[src/tcc_map.svh]
// register offsets, field positions and reset values of the timer core
`ifndef TCC_MAP_SVH
`define TCC_MAP_SVH
// ----------------------------------------------------------------
// byte offsets on the bus
// ----------------------------------------------------------------
`define TCC_OFS_COUNT 8'h00
`define TCC_OFS_CMP_A 8'h04
`define TCC_OFS_CMP_B 8'h08
`define TCC_OFS_CTRL_A 8'h0c
`define TCC_OFS_CTRL_B 8'h10
`define TCC_OFS_FLAG 8'h14
`define TCC_OFS_MASK 8'h18
// ----------------------------------------------------------------
// field positions
// ----------------------------------------------------------------
`define TCC_CA_WM_LSB 0
`define TCC_CA_COMB_LSB 4
`define TCC_CA_COMA_LSB 6
`define TCC_CB_CS_LSB 0
`define TCC_CB_WM2 3
`define TCC_FLG_OVF 0
`define TCC_FLG_CMA 1
`define TCC_FLG_CMB 2
`define TCC_FLG_USED 8'h07
// ----------------------------------------------------------------
// values and counts
// ----------------------------------------------------------------
`define TCC_RST_BYTE 8'h00
`define TCC_MAX 8'hff
`define TCC_BOTTOM 8'h00
`define TCC_CS_STOP 3'h0
`define TCC_CS_DIV1 3'h1
`define TCC_CS_DIV8 3'h2
`define TCC_CS_DIV64 3'h3
`define TCC_CS_DIV256 3'h4
`define TCC_CS_DIV1024 3'h5
`define TCC_CS_EXT_FALL 3'h6
`define TCC_CS_EXT_RISE 3'h7
`define TCC_PRE_W 10
`endif

[src/tcc_pkg.sv]
// types shared by the timer core and its pin synchroniser
`default_nettype none
package tcc_pkg;
  // ----------------------------------------------------------------
  // bus request and waveform modes
  // ----------------------------------------------------------------
  typedef struct packed {
    logic cyc;
    logic stb;
    logic we;
    logic [7:0] adr;
    logic [3:0] sel;
    logic [31:0] dat;
  } tcc_wb_req_s;

  typedef enum logic [2:0] {
    TCC_NORMAL, TCC_PC_MAX, TCC_CTC, TCC_FAST_MAX,
    TCC_RSVD4, TCC_PC_CMP, TCC_RSVD6, TCC_FAST_CMP
  } tcc_mode_e;

  // ----------------------------------------------------------------
  // module state
  // ----------------------------------------------------------------
  typedef struct packed {
    logic sync1;
    logic sync2;
    logic sync3;
    logic level;
    logic rise;
    logic fall;
  } tcc_sync_s;

  typedef struct packed {
    logic [7:0] count;
    logic [1:0][7:0] cmp;
    logic [1:0][7:0] cmp_buf;
    logic [7:0] ctrl_a;
    logic [7:0] ctrl_b;
    logic [7:0] flag;
    logic [7:0] mask;
    logic [9:0] presc;
    logic down;
    logic block;
    logic [1:0] wave;
    logic ack;
    logic [31:0] rdata;
    logic irq;
    logic top;
    logic bottom;
  } tcc_core_s;
endpackage : tcc_pkg
`default_nettype wire

[src/tcc_pin_sync.sv]
// three-stage synchroniser and edge finder for the external count pin
`timescale 1ns/1ps
`default_nettype none
module tcc_pin_sync (
  input wire logic i_clk,
  input wire logic i_reset_n,
  input wire logic i_pin,
  output logic o_rise,
  output logic o_fall
);
  tcc_pkg::tcc_sync_s st_q;
  tcc_pkg::tcc_sync_s st_d;

  // level accepted once second and third stage agree
  always_comb begin
    st_d = st_q;
    st_d.sync1 = i_pin;
    st_d.sync2 = st_q.sync1;
    st_d.sync3 = st_q.sync2;
    st_d.rise = 1'b0;
    st_d.fall = 1'b0;
    if (st_q.sync2 == st_q.sync3 && st_q.sync3 != st_q.level) begin // see RULE19
      st_d.level = st_q.sync3;
      st_d.rise = st_q.sync3;
      st_d.fall = ~st_q.sync3;
    end
  end

  always_ff @(posedge i_clk) begin
    if (!i_reset_n) begin
      st_q <= '0;
    end else begin
      st_q <= st_d;
    end
  end

  assign o_rise = st_q.rise;
  assign o_fall = st_q.fall;
endmodule : tcc_pin_sync
`default_nettype wire

[src/tcc_core.sv]
// eight-bit up/down timer counter with two compare units on wishbone
//
// What this block does
// RULE1: 8-bit count and compares, compared on each tick
// RULE2: overflow, compare A, compare B flags, maskable
// RULE3: tick source select picks prescaler or pin edge
// RULE4: source zero stops the counter entirely
// RULE5: each tick clears, increments or decrements count
// RULE6: bottom at 0x00, maximum is 0xFF
// RULE7: top is 0xFF or compare A, flagged
// RULE8: software reads and writes count anytime
// RULE9: software count write beats clear and count
// RULE10: 3-bit wave mode split over two controls
// RULE11: overflow flag point follows wave mode
// RULE12: compare match sets its unit's flag
// RULE13: compare results drive the wave outputs
// RULE14: flag set on tick after match, W1C
// RULE15: count write blocks match on next tick
// RULE16: mode zero counts up, wraps, flags overflow
// RULE17: mode two clears at compare A match
// RULE18: reset clears all registers to zero; the code loads the bottom indication with one
// RULE19: pin synchronised, one tick per edge
`include "tcc_map.svh"
`timescale 1ns/1ps
`default_nettype none
module tcc_core (
  input wire logic I_CLK_SYS,
  input wire logic I_RESET_N,
  input wire tcc_pkg::tcc_wb_req_s I_WB_REQ,
  input wire logic I_EXT_COUNT_PIN,
  output logic [31:0] O_WB_DAT,
  output logic O_WB_ACK,
  output logic O_IRQ,
  output logic O_WAVE_OUT_A,
  output logic O_WAVE_OUT_B,
  output logic O_TOP,
  output logic O_BOTTOM
);
  tcc_pkg::tcc_core_s st_q;
  tcc_pkg::tcc_core_s st_d;
  logic ext_rise;
  logic ext_fall;

  // ----------------------------------------------------------------
  // helpers
  // ----------------------------------------------------------------
  function automatic logic [7:0] rd_byte(input tcc_pkg::tcc_core_s s,
                                         input logic [7:0] adr);
    logic [7:0] r;
    r = 8'h00;
    unique case (adr)
      `TCC_OFS_COUNT: r = s.count;
      `TCC_OFS_CMP_A: r = s.cmp_buf[0];
      `TCC_OFS_CMP_B: r = s.cmp_buf[1];
      `TCC_OFS_CTRL_A: r = s.ctrl_a;
      `TCC_OFS_CTRL_B: r = s.ctrl_b;
      `TCC_OFS_FLAG: r = s.flag;
      `TCC_OFS_MASK: r = s.mask;
      default: r = 8'h00;
    endcase
    return r;
  endfunction : rd_byte

  function automatic logic wave_next(input logic cur, input logic [1:0] com,
                                     input logic fast, input logic pc,
                                     input logic hit, input logic wrap,
                                     input logic down);
    logic v;
    v = cur;
    if (fast) begin
      if (com[1] && hit) v = com[0];
      else if (com[1] && wrap) v = ~com[0];
    end else if (pc) begin
      if (com[1] && hit) v = com[0] ^ down;
    end else if (hit) begin
      unique case (com)
        2'h1: v = ~cur;
        2'h2: v = 1'b0;
        2'h3: v = 1'b1;
        2'h0: v = cur;
      endcase
    end
    return v;
  endfunction : wave_next

  // ----------------------------------------------------------------
  // pin synchroniser
  // ----------------------------------------------------------------
  tcc_pin_sync u_pin_sync (
    .i_clk(I_CLK_SYS),
    .i_reset_n(I_RESET_N),
    .i_pin(I_EXT_COUNT_PIN),
    .o_rise(ext_rise),
    .o_fall(ext_fall)
  );

  // ----------------------------------------------------------------
  // decode
  // ----------------------------------------------------------------
  logic [2:0] cs;
  tcc_pkg::tcc_mode_e mode;
  logic fast;
  logic pc;
  logic tick;
  logic [7:0] top_val;
  logic wb_req;
  logic wb_wr;
  logic wr_cnt;

  always_comb begin
    cs = st_q.ctrl_b[`TCC_CB_CS_LSB +: 3];
    mode = tcc_pkg::tcc_mode_e'({st_q.ctrl_b[`TCC_CB_WM2],
                               st_q.ctrl_a[`TCC_CA_WM_LSB +: 2]}); // see RULE10
    fast = (mode == tcc_pkg::TCC_FAST_MAX) || (mode == tcc_pkg::TCC_FAST_CMP);
    pc = (mode == tcc_pkg::TCC_PC_MAX) || (mode == tcc_pkg::TCC_PC_CMP);
    unique case (cs) // see RULE3
      `TCC_CS_STOP: tick = 1'b0; // see RULE4
      `TCC_CS_DIV1: tick = 1'b1;
      `TCC_CS_DIV8: tick = &st_q.presc[2:0];
      `TCC_CS_DIV64: tick = &st_q.presc[5:0];
      `TCC_CS_DIV256: tick = &st_q.presc[7:0];
      `TCC_CS_DIV1024: tick = &st_q.presc[9:0];
      `TCC_CS_EXT_FALL: tick = ext_fall; // see RULE19
      `TCC_CS_EXT_RISE: tick = ext_rise;
    endcase
    if (mode == tcc_pkg::TCC_CTC || mode == tcc_pkg::TCC_PC_CMP ||
        mode == tcc_pkg::TCC_FAST_CMP) begin
      top_val = st_q.cmp[0]; // see RULE7
    end else begin
      top_val = `TCC_MAX; // see RULE6
    end
    wb_req = I_WB_REQ.cyc && I_WB_REQ.stb;
    wb_wr = wb_req && I_WB_REQ.we && I_WB_REQ.sel[0] && st_q.ack;
    wr_cnt = wb_wr && (I_WB_REQ.adr == `TCC_OFS_COUNT);
  end

  // ----------------------------------------------------------------
  // next state
  // ----------------------------------------------------------------
  logic [1:0] hit;
  logic ovf;
  logic at_top;
  logic [7:0] wbyte;

  always_comb begin
    st_d = st_q;
    hit = 2'b00;
    ovf = 1'b0;
    at_top = (st_q.count == top_val);
    wbyte = I_WB_REQ.dat[7:0];
    st_d.presc = st_q.presc + 10'h001;
    // counting sequence per wave mode
    if (tick) begin // see RULE5
      for (int u = 0; u < 2; u++) begin
        hit[u] = (st_q.count == st_q.cmp[u]) && !st_q.block; // see RULE1
      end
      st_d.block = 1'b0;
      if (pc) begin
        if (!st_q.down && at_top) begin
          st_d.down = 1'b1;
          st_d.count = st_q.count - 8'h01;
        end else if (st_q.down && st_q.count == `TCC_BOTTOM) begin
          st_d.down = 1'b0;
          st_d.count = st_q.count + 8'h01;
          ovf = 1'b1; // see RULE11
        end else if (st_q.down) begin
          st_d.count = st_q.count - 8'h01;
        end else begin
          st_d.count = st_q.count + 8'h01;
        end
      end else if (mode == tcc_pkg::TCC_CTC || fast) begin
        st_d.down = 1'b0;
        st_d.count = at_top ? `TCC_BOTTOM : st_q.count + 8'h01; // see RULE17
        ovf = fast ? at_top : (st_q.count == `TCC_MAX); // see RULE11
      end else begin
        st_d.down = 1'b0;
        st_d.count = st_q.count + 8'h01; // see RULE16
        ovf = (st_q.count == `TCC_MAX);
      end
      // double-buffered compares load at top in pwm modes
      if ((fast || pc) && at_top) begin
        st_d.cmp = st_q.cmp_buf;
      end
      for (int u = 0; u < 2; u++) begin
        st_d.wave[u] = wave_next(st_q.wave[u],
          st_q.ctrl_a[(u == 0 ? `TCC_CA_COMA_LSB : `TCC_CA_COMB_LSB) +: 2],
          fast, pc, hit[u], at_top, st_q.down); // see RULE13
      end
    end
    if (!(fast || pc)) begin
      st_d.cmp = st_q.cmp_buf;
    end
    // register writes, taken at the edge that sees ack high
    if (wb_wr) begin
      unique case (I_WB_REQ.adr)
        `TCC_OFS_COUNT: begin
          st_d.count = wbyte; // see RULE8 RULE9
          st_d.block = 1'b1; // see RULE15
        end
        `TCC_OFS_CMP_A: st_d.cmp_buf[0] = wbyte;
        `TCC_OFS_CMP_B: st_d.cmp_buf[1] = wbyte;
        `TCC_OFS_CTRL_A: st_d.ctrl_a = wbyte;
        `TCC_OFS_CTRL_B: st_d.ctrl_b = wbyte & 8'h0f;
        `TCC_OFS_FLAG: st_d.flag = st_q.flag & ~wbyte; // see RULE14
        `TCC_OFS_MASK: st_d.mask = wbyte & `TCC_FLG_USED;
        default: st_d.count = st_d.count;
      endcase
    end
    // events set after the clear so a same-cycle set wins
    if (ovf) st_d.flag[`TCC_FLG_OVF] = 1'b1; // see RULE2
    if (hit[0]) st_d.flag[`TCC_FLG_CMA] = 1'b1; // see RULE12 RULE14
    if (hit[1]) st_d.flag[`TCC_FLG_CMB] = 1'b1;
    st_d.irq = |(st_d.flag & st_d.mask); // see RULE2
    st_d.top = (st_d.count == top_val);
    st_d.bottom = (st_d.count == `TCC_BOTTOM); // see RULE6
    st_d.ack = wb_req && !st_q.ack;
    st_d.rdata = {24'h000000, rd_byte(st_q, I_WB_REQ.adr)};
  end

  always_ff @(posedge I_CLK_SYS) begin
    if (!I_RESET_N) begin
      st_q <= '0; // see RULE18
      st_q.bottom <= 1'b1;
    end else begin
      st_q <= st_d;
    end
  end

  // ----------------------------------------------------------------
  // outputs
  // ----------------------------------------------------------------
  assign O_WB_DAT = st_q.rdata;
  assign O_WB_ACK = st_q.ack;
  assign O_IRQ = st_q.irq;
  assign O_WAVE_OUT_A = st_q.wave[0];
  assign O_WAVE_OUT_B = st_q.wave[1];
  assign O_TOP = st_q.top;
  assign O_BOTTOM = st_q.bottom;
endmodule : tcc_core
`default_nettype wire

[config.mk]
export PLATFORM = sky130hd
export DESIGN_NAME = tcc_core
export DESIGN_NICKNAME = d
export VERILOG_FILES = /design/src/tcc_pkg.sv /design/src/tcc_pin_sync.sv /design/src/tcc_core.sv
export VERILOG_INCLUDE_DIRS = /design/src
export SDC_FILE = /design/constraint.sdc
export NUM_CORES = 1
export LEC_CHECK = 0
export BUFFER_PORTS_ARGS = -buffer_cell sky130_fd_sc_hd__buf_2
export CAP_MARGIN = 20
export CORE_MARGIN = 3
export CORE_UTILIZATION = 55
export DETAILED_ROUTE_END_ITERATION = 16
export PLACE_DENSITY = 0.87
export RECOVER_POWER = 50
export SLEW_MARGIN = 30
export SYNTH_ARGS = -nofsm -noshare
export SYNTH_HDL_FRONTEND = slang
export SYNTH_SLANG_ARGS = --single-unit
[constraint.sdc]
create_clock -name I_CLK_SYS -period 3.8 [get_ports I_CLK_SYS]
set_clock_uncertainty 0.1 [all_clocks]
set_input_delay 0.19 -clock I_CLK_SYS [delete_from_list [all_inputs] [get_ports I_CLK_SYS]]
set_output_delay 0.19 -clock I_CLK_SYS [all_outputs]
set_load 0.1 [all_outputs]
==> impl_metrics.toml <==
[run_status]
status = "finished with violations"
violations = "max-capacitance violations, max-slew violations"

[synth]
ys_seq_area_frac = 0.3555
synth_cell_type_count = 71
yosys.area.top_type_share = 0.3555
async_flop_share = 0
synth-edff-count = 0
yosysTopAreaCell = "dfxtp_1"
synth-seq-cells = 100
synth_cells = 673
synth_area_um2 = 5632
ys_warn_count = 0
ys.flop_type = "dfxtp_1"
netlist_top_cells_area = "dfxtp_1, mux2i_1, nor2_1"
syn_avg_cell_area_um2 = 8.368

[layout]
final_nets = 754
utilization = 0.6144
antenna_cells = 0
drive_gt1_frac = 0.1222
fill_cells = 822
area_growth_syn_to_layout_pct = 7.620
post_layout_nonfiller_instances = 837

[clock_network]
clock-sinks = 100
htreeDepth = 3
cts_setup_buffers = 0
cts_tree = "yes"
clk-insertion-delay-late_ns = 0.38
cts-root-buf = "clkbuf_8"
numCtsBuffers = 9
cts_buffer_depth = 2
path_clk_slew_ns = 0.11

[route]
vias = 5128
avgRoutedWirePerCell_um = 18.95
drt_iter0_drc = 546
drc = 0
firstDrtPassIters = 6
antenna_left = 0
via_per_inst = 6.127
wirelength_mm = 15.86

[timing]
min_period_ns = 3.596
fmax_ghz = 0.2781
worstMarginPinSlew_ns = 1.854
fin_crit_sh = 0.9462
relSlewSlack = -0.2358
setup_tns_ns = 0
setup_violations = 0
finalHoldViolCount = 0
slew_viol_final = 44

[die]
die_w_um = 107.2
die_h_um = 107.2
rows = 36
coreArea_um2 = 9864
pin_count = 88
start_util = 0.5709
die-area_um2 = 11490

[grt]
grt_max_degree = 44
antenna_found_initial = 0
grt_pass1_vias = 4951
grt_overflow_total = 0
grt_pass1_wl_mm = 25.18
grt_use_total = 0.2772

[hold_path]
hold-path-cell-count = 3
min_to = "st_q[51]$_SDFF_PN0_"
hold_class = "input pin to flip-flop"
holdCritStartpoint = "I_WB_REQ[1]"

[worst_setup_path]
reg2reg_depth = 12
ff2ff_setup_slack_ns = 0.20
worstPathArrival_ns = 3.81
path_cells = "ha_1 > and3_1 > nand3_1 > a2111oi_1 > o22ai_2 > nand2b_2 > o31ai_2 > o31ai_2 > xnor2_1 > o21ai_0 > a221oi_1 > o2111a_1"
cp-start-kind = "flip-flop"
max_stage_delay_ns = 0.51
reg2reg_to = "O_TOP$_SDFF_PN0_"
r2r-start = "st_q[40]$_SDFF_PN0_"
cp-startpoint = "st_q[40]$_SDFF_PN0_"
cp_common_cell = "o31ai_2"
crit_required_ns = 4.01
crit_path_top_delay_cell = "a2111oi_1"
path_class = "flip-flop to flip-flop"
setup.worst_path.end_class = "flip-flop"
path_max_fanout = 7

[pwr]
power_density_nw_per_um2 = 332.3
leakagePower_nw = 2.394
fin_total_pwr_mw = 2.014
ir_worst_vdd_mv = 0.2413

[placed_design]
dp.cells = 818
hpwl_mm = 11.17
routabilityCongestion = 0.9920
portBuffers = 36

[run]
maxCapViolCount = 1
cell usage after synthesis (10+ instances only):
master    number
o22ai_1       14
and3_1        10
xnor2_1       20
and2_1        16
nand2_1       55
clkbuf_1      25
o21ai_0       20
nor2_1        97
buf_4         34
a21oi_1       25
nor3_1        11
dfxtp_1      100
nand3_1       22
inv_1         18
mux2i_1       65
cells in the final DEF (no fill, tap or decap), drive strengths merged, types with 8 or more instances in the layout:
cell,count
a211oi,8
a21oi,28
and2,17
and3,10
buf,42
clkbuf,27
conb,24
dfxtp,100
inv,19
mux2i,65
nand2,55
nand3,22
nor2,97
nor3,11
o21ai,20
o22ai,14
or3,8
xnor2,20
xor2,8
per-stage QoR:
| stage | hold slack, ns | setup slack (ns) | instance area [um^2] |
|---|---|---|---|
| final | 0.08096 | 0.2044 | 6061 |
| after global routing | 0.08464 | -0.03473 | 6061 |
| after CTS | 0.07346 | 0.1026 | 6051 |
| after detailed placement | 0.3036 | 0.1392 | 5833 |
| after global placement | 0.3044 | 0.2306 | 5833 |
| after floorplan | 0.2173 | 0.5459 | 5718 |
power breakdown:
group          switching, mW  internal, mW
combinational          0.230        0.0568
clock                  0.414         0.251
sequential           0.00614          1.06
total                  0.649          1.36
metal layers:
| metal | vias up | wire length [um] | share of wire | GRT usage |
|---|---|---|---|---|
| li1 | 2380 | - | - | - |
| met3 | 52 | 1592 | 0.10 | 0.06382 |
| met4 | 0 | 431 | 0.027 | 0.1068 |
| met1 | 2385 | 6424 | 0.40 | 0.3615 |
| met5 | - | 0 | 0 | 0 |
| met2 | 311 | 7414 | 0.47 | 0.4450 |
how the worst max path moves through the flow:
| stage | cells past startpoint | end | slack [ns] |
|---|---|---|---|
| 2_1_floorplan | 12 | O_TOP$_SDFF_PN0_ | 0.55 |
| 3_3_place_gp | 11 | O_TOP$_SDFF_PN0_ | 0.23 |
| 3_5_place_dp | 11 | O_TOP$_SDFF_PN0_ | 0.14 |
| 4_1_cts | 12 | O_TOP$_SDFF_PN0_ | 0.10 |
| 5_1_grt | 12 | O_TOP$_SDFF_PN0_ | -0.03 |
| 6_report | 12 | O_TOP$_SDFF_PN0_ | 0.20 |
layout make-up:
cell class | count | area [um^2] | share of cell area
clock buffer | 10 | 127.6 | 0.02106
sequential | 100 | 2006 | 0.3309
clock inverter | 6 | 60.06 | 0.009909
inverter | 18 | 67.56 | 0.01115
tap | 133 | 166.4 | 0.02746
multi-input combinational | 508 | 3274 | 0.5403
timing repair buffer | 62 | 359.1 | 0.05925
kinds of logic after synthesis:
kind of cell,Yosys count,synth area share
flip-flops,100,0.3555
AND/OR/NAND/NOR,260,0.2291
other,1,0.0006659
multiplexers,66,0.1175
XOR/XNOR,28,0.04355
buffers and inverters,88,0.08376
AO/OA/AOI/OAI,125,0.1589
adder cells (fa/ha/maj),5,0.01111
worst max-delay path: cells and delay by family, from the launching register on:
family                   cells  cell delay, ns
AO/OA/AOI/OAI                7            1.95
AND/OR/NAND/NOR              3            0.73
flip-flops                   1            0.40
adder cells (fa/ha/maj)      1            0.20
XOR/XNOR                     1            0.15
sequential cells by signal (all words and copies together), names as in the netlist, 2 cells and up:
| signal | flops |
|---|---|
| cs | 3 |
| mode | 3 |
| u_pin_sync.st_d | 2 |
| O_WB_DAT | 8 |
| u_pin_sync.st_q | 2 |
| st_q | 74 |
what timing repair did:
item | 4_1_cts | 5_1_grt
hold endpoints to repair | 2 | 0
hold buffers | 3 | 0
resized for setup | 0 | 9
endpoints found under the setup margin | 0 | 2
Power figures use the tool's default switching activity.
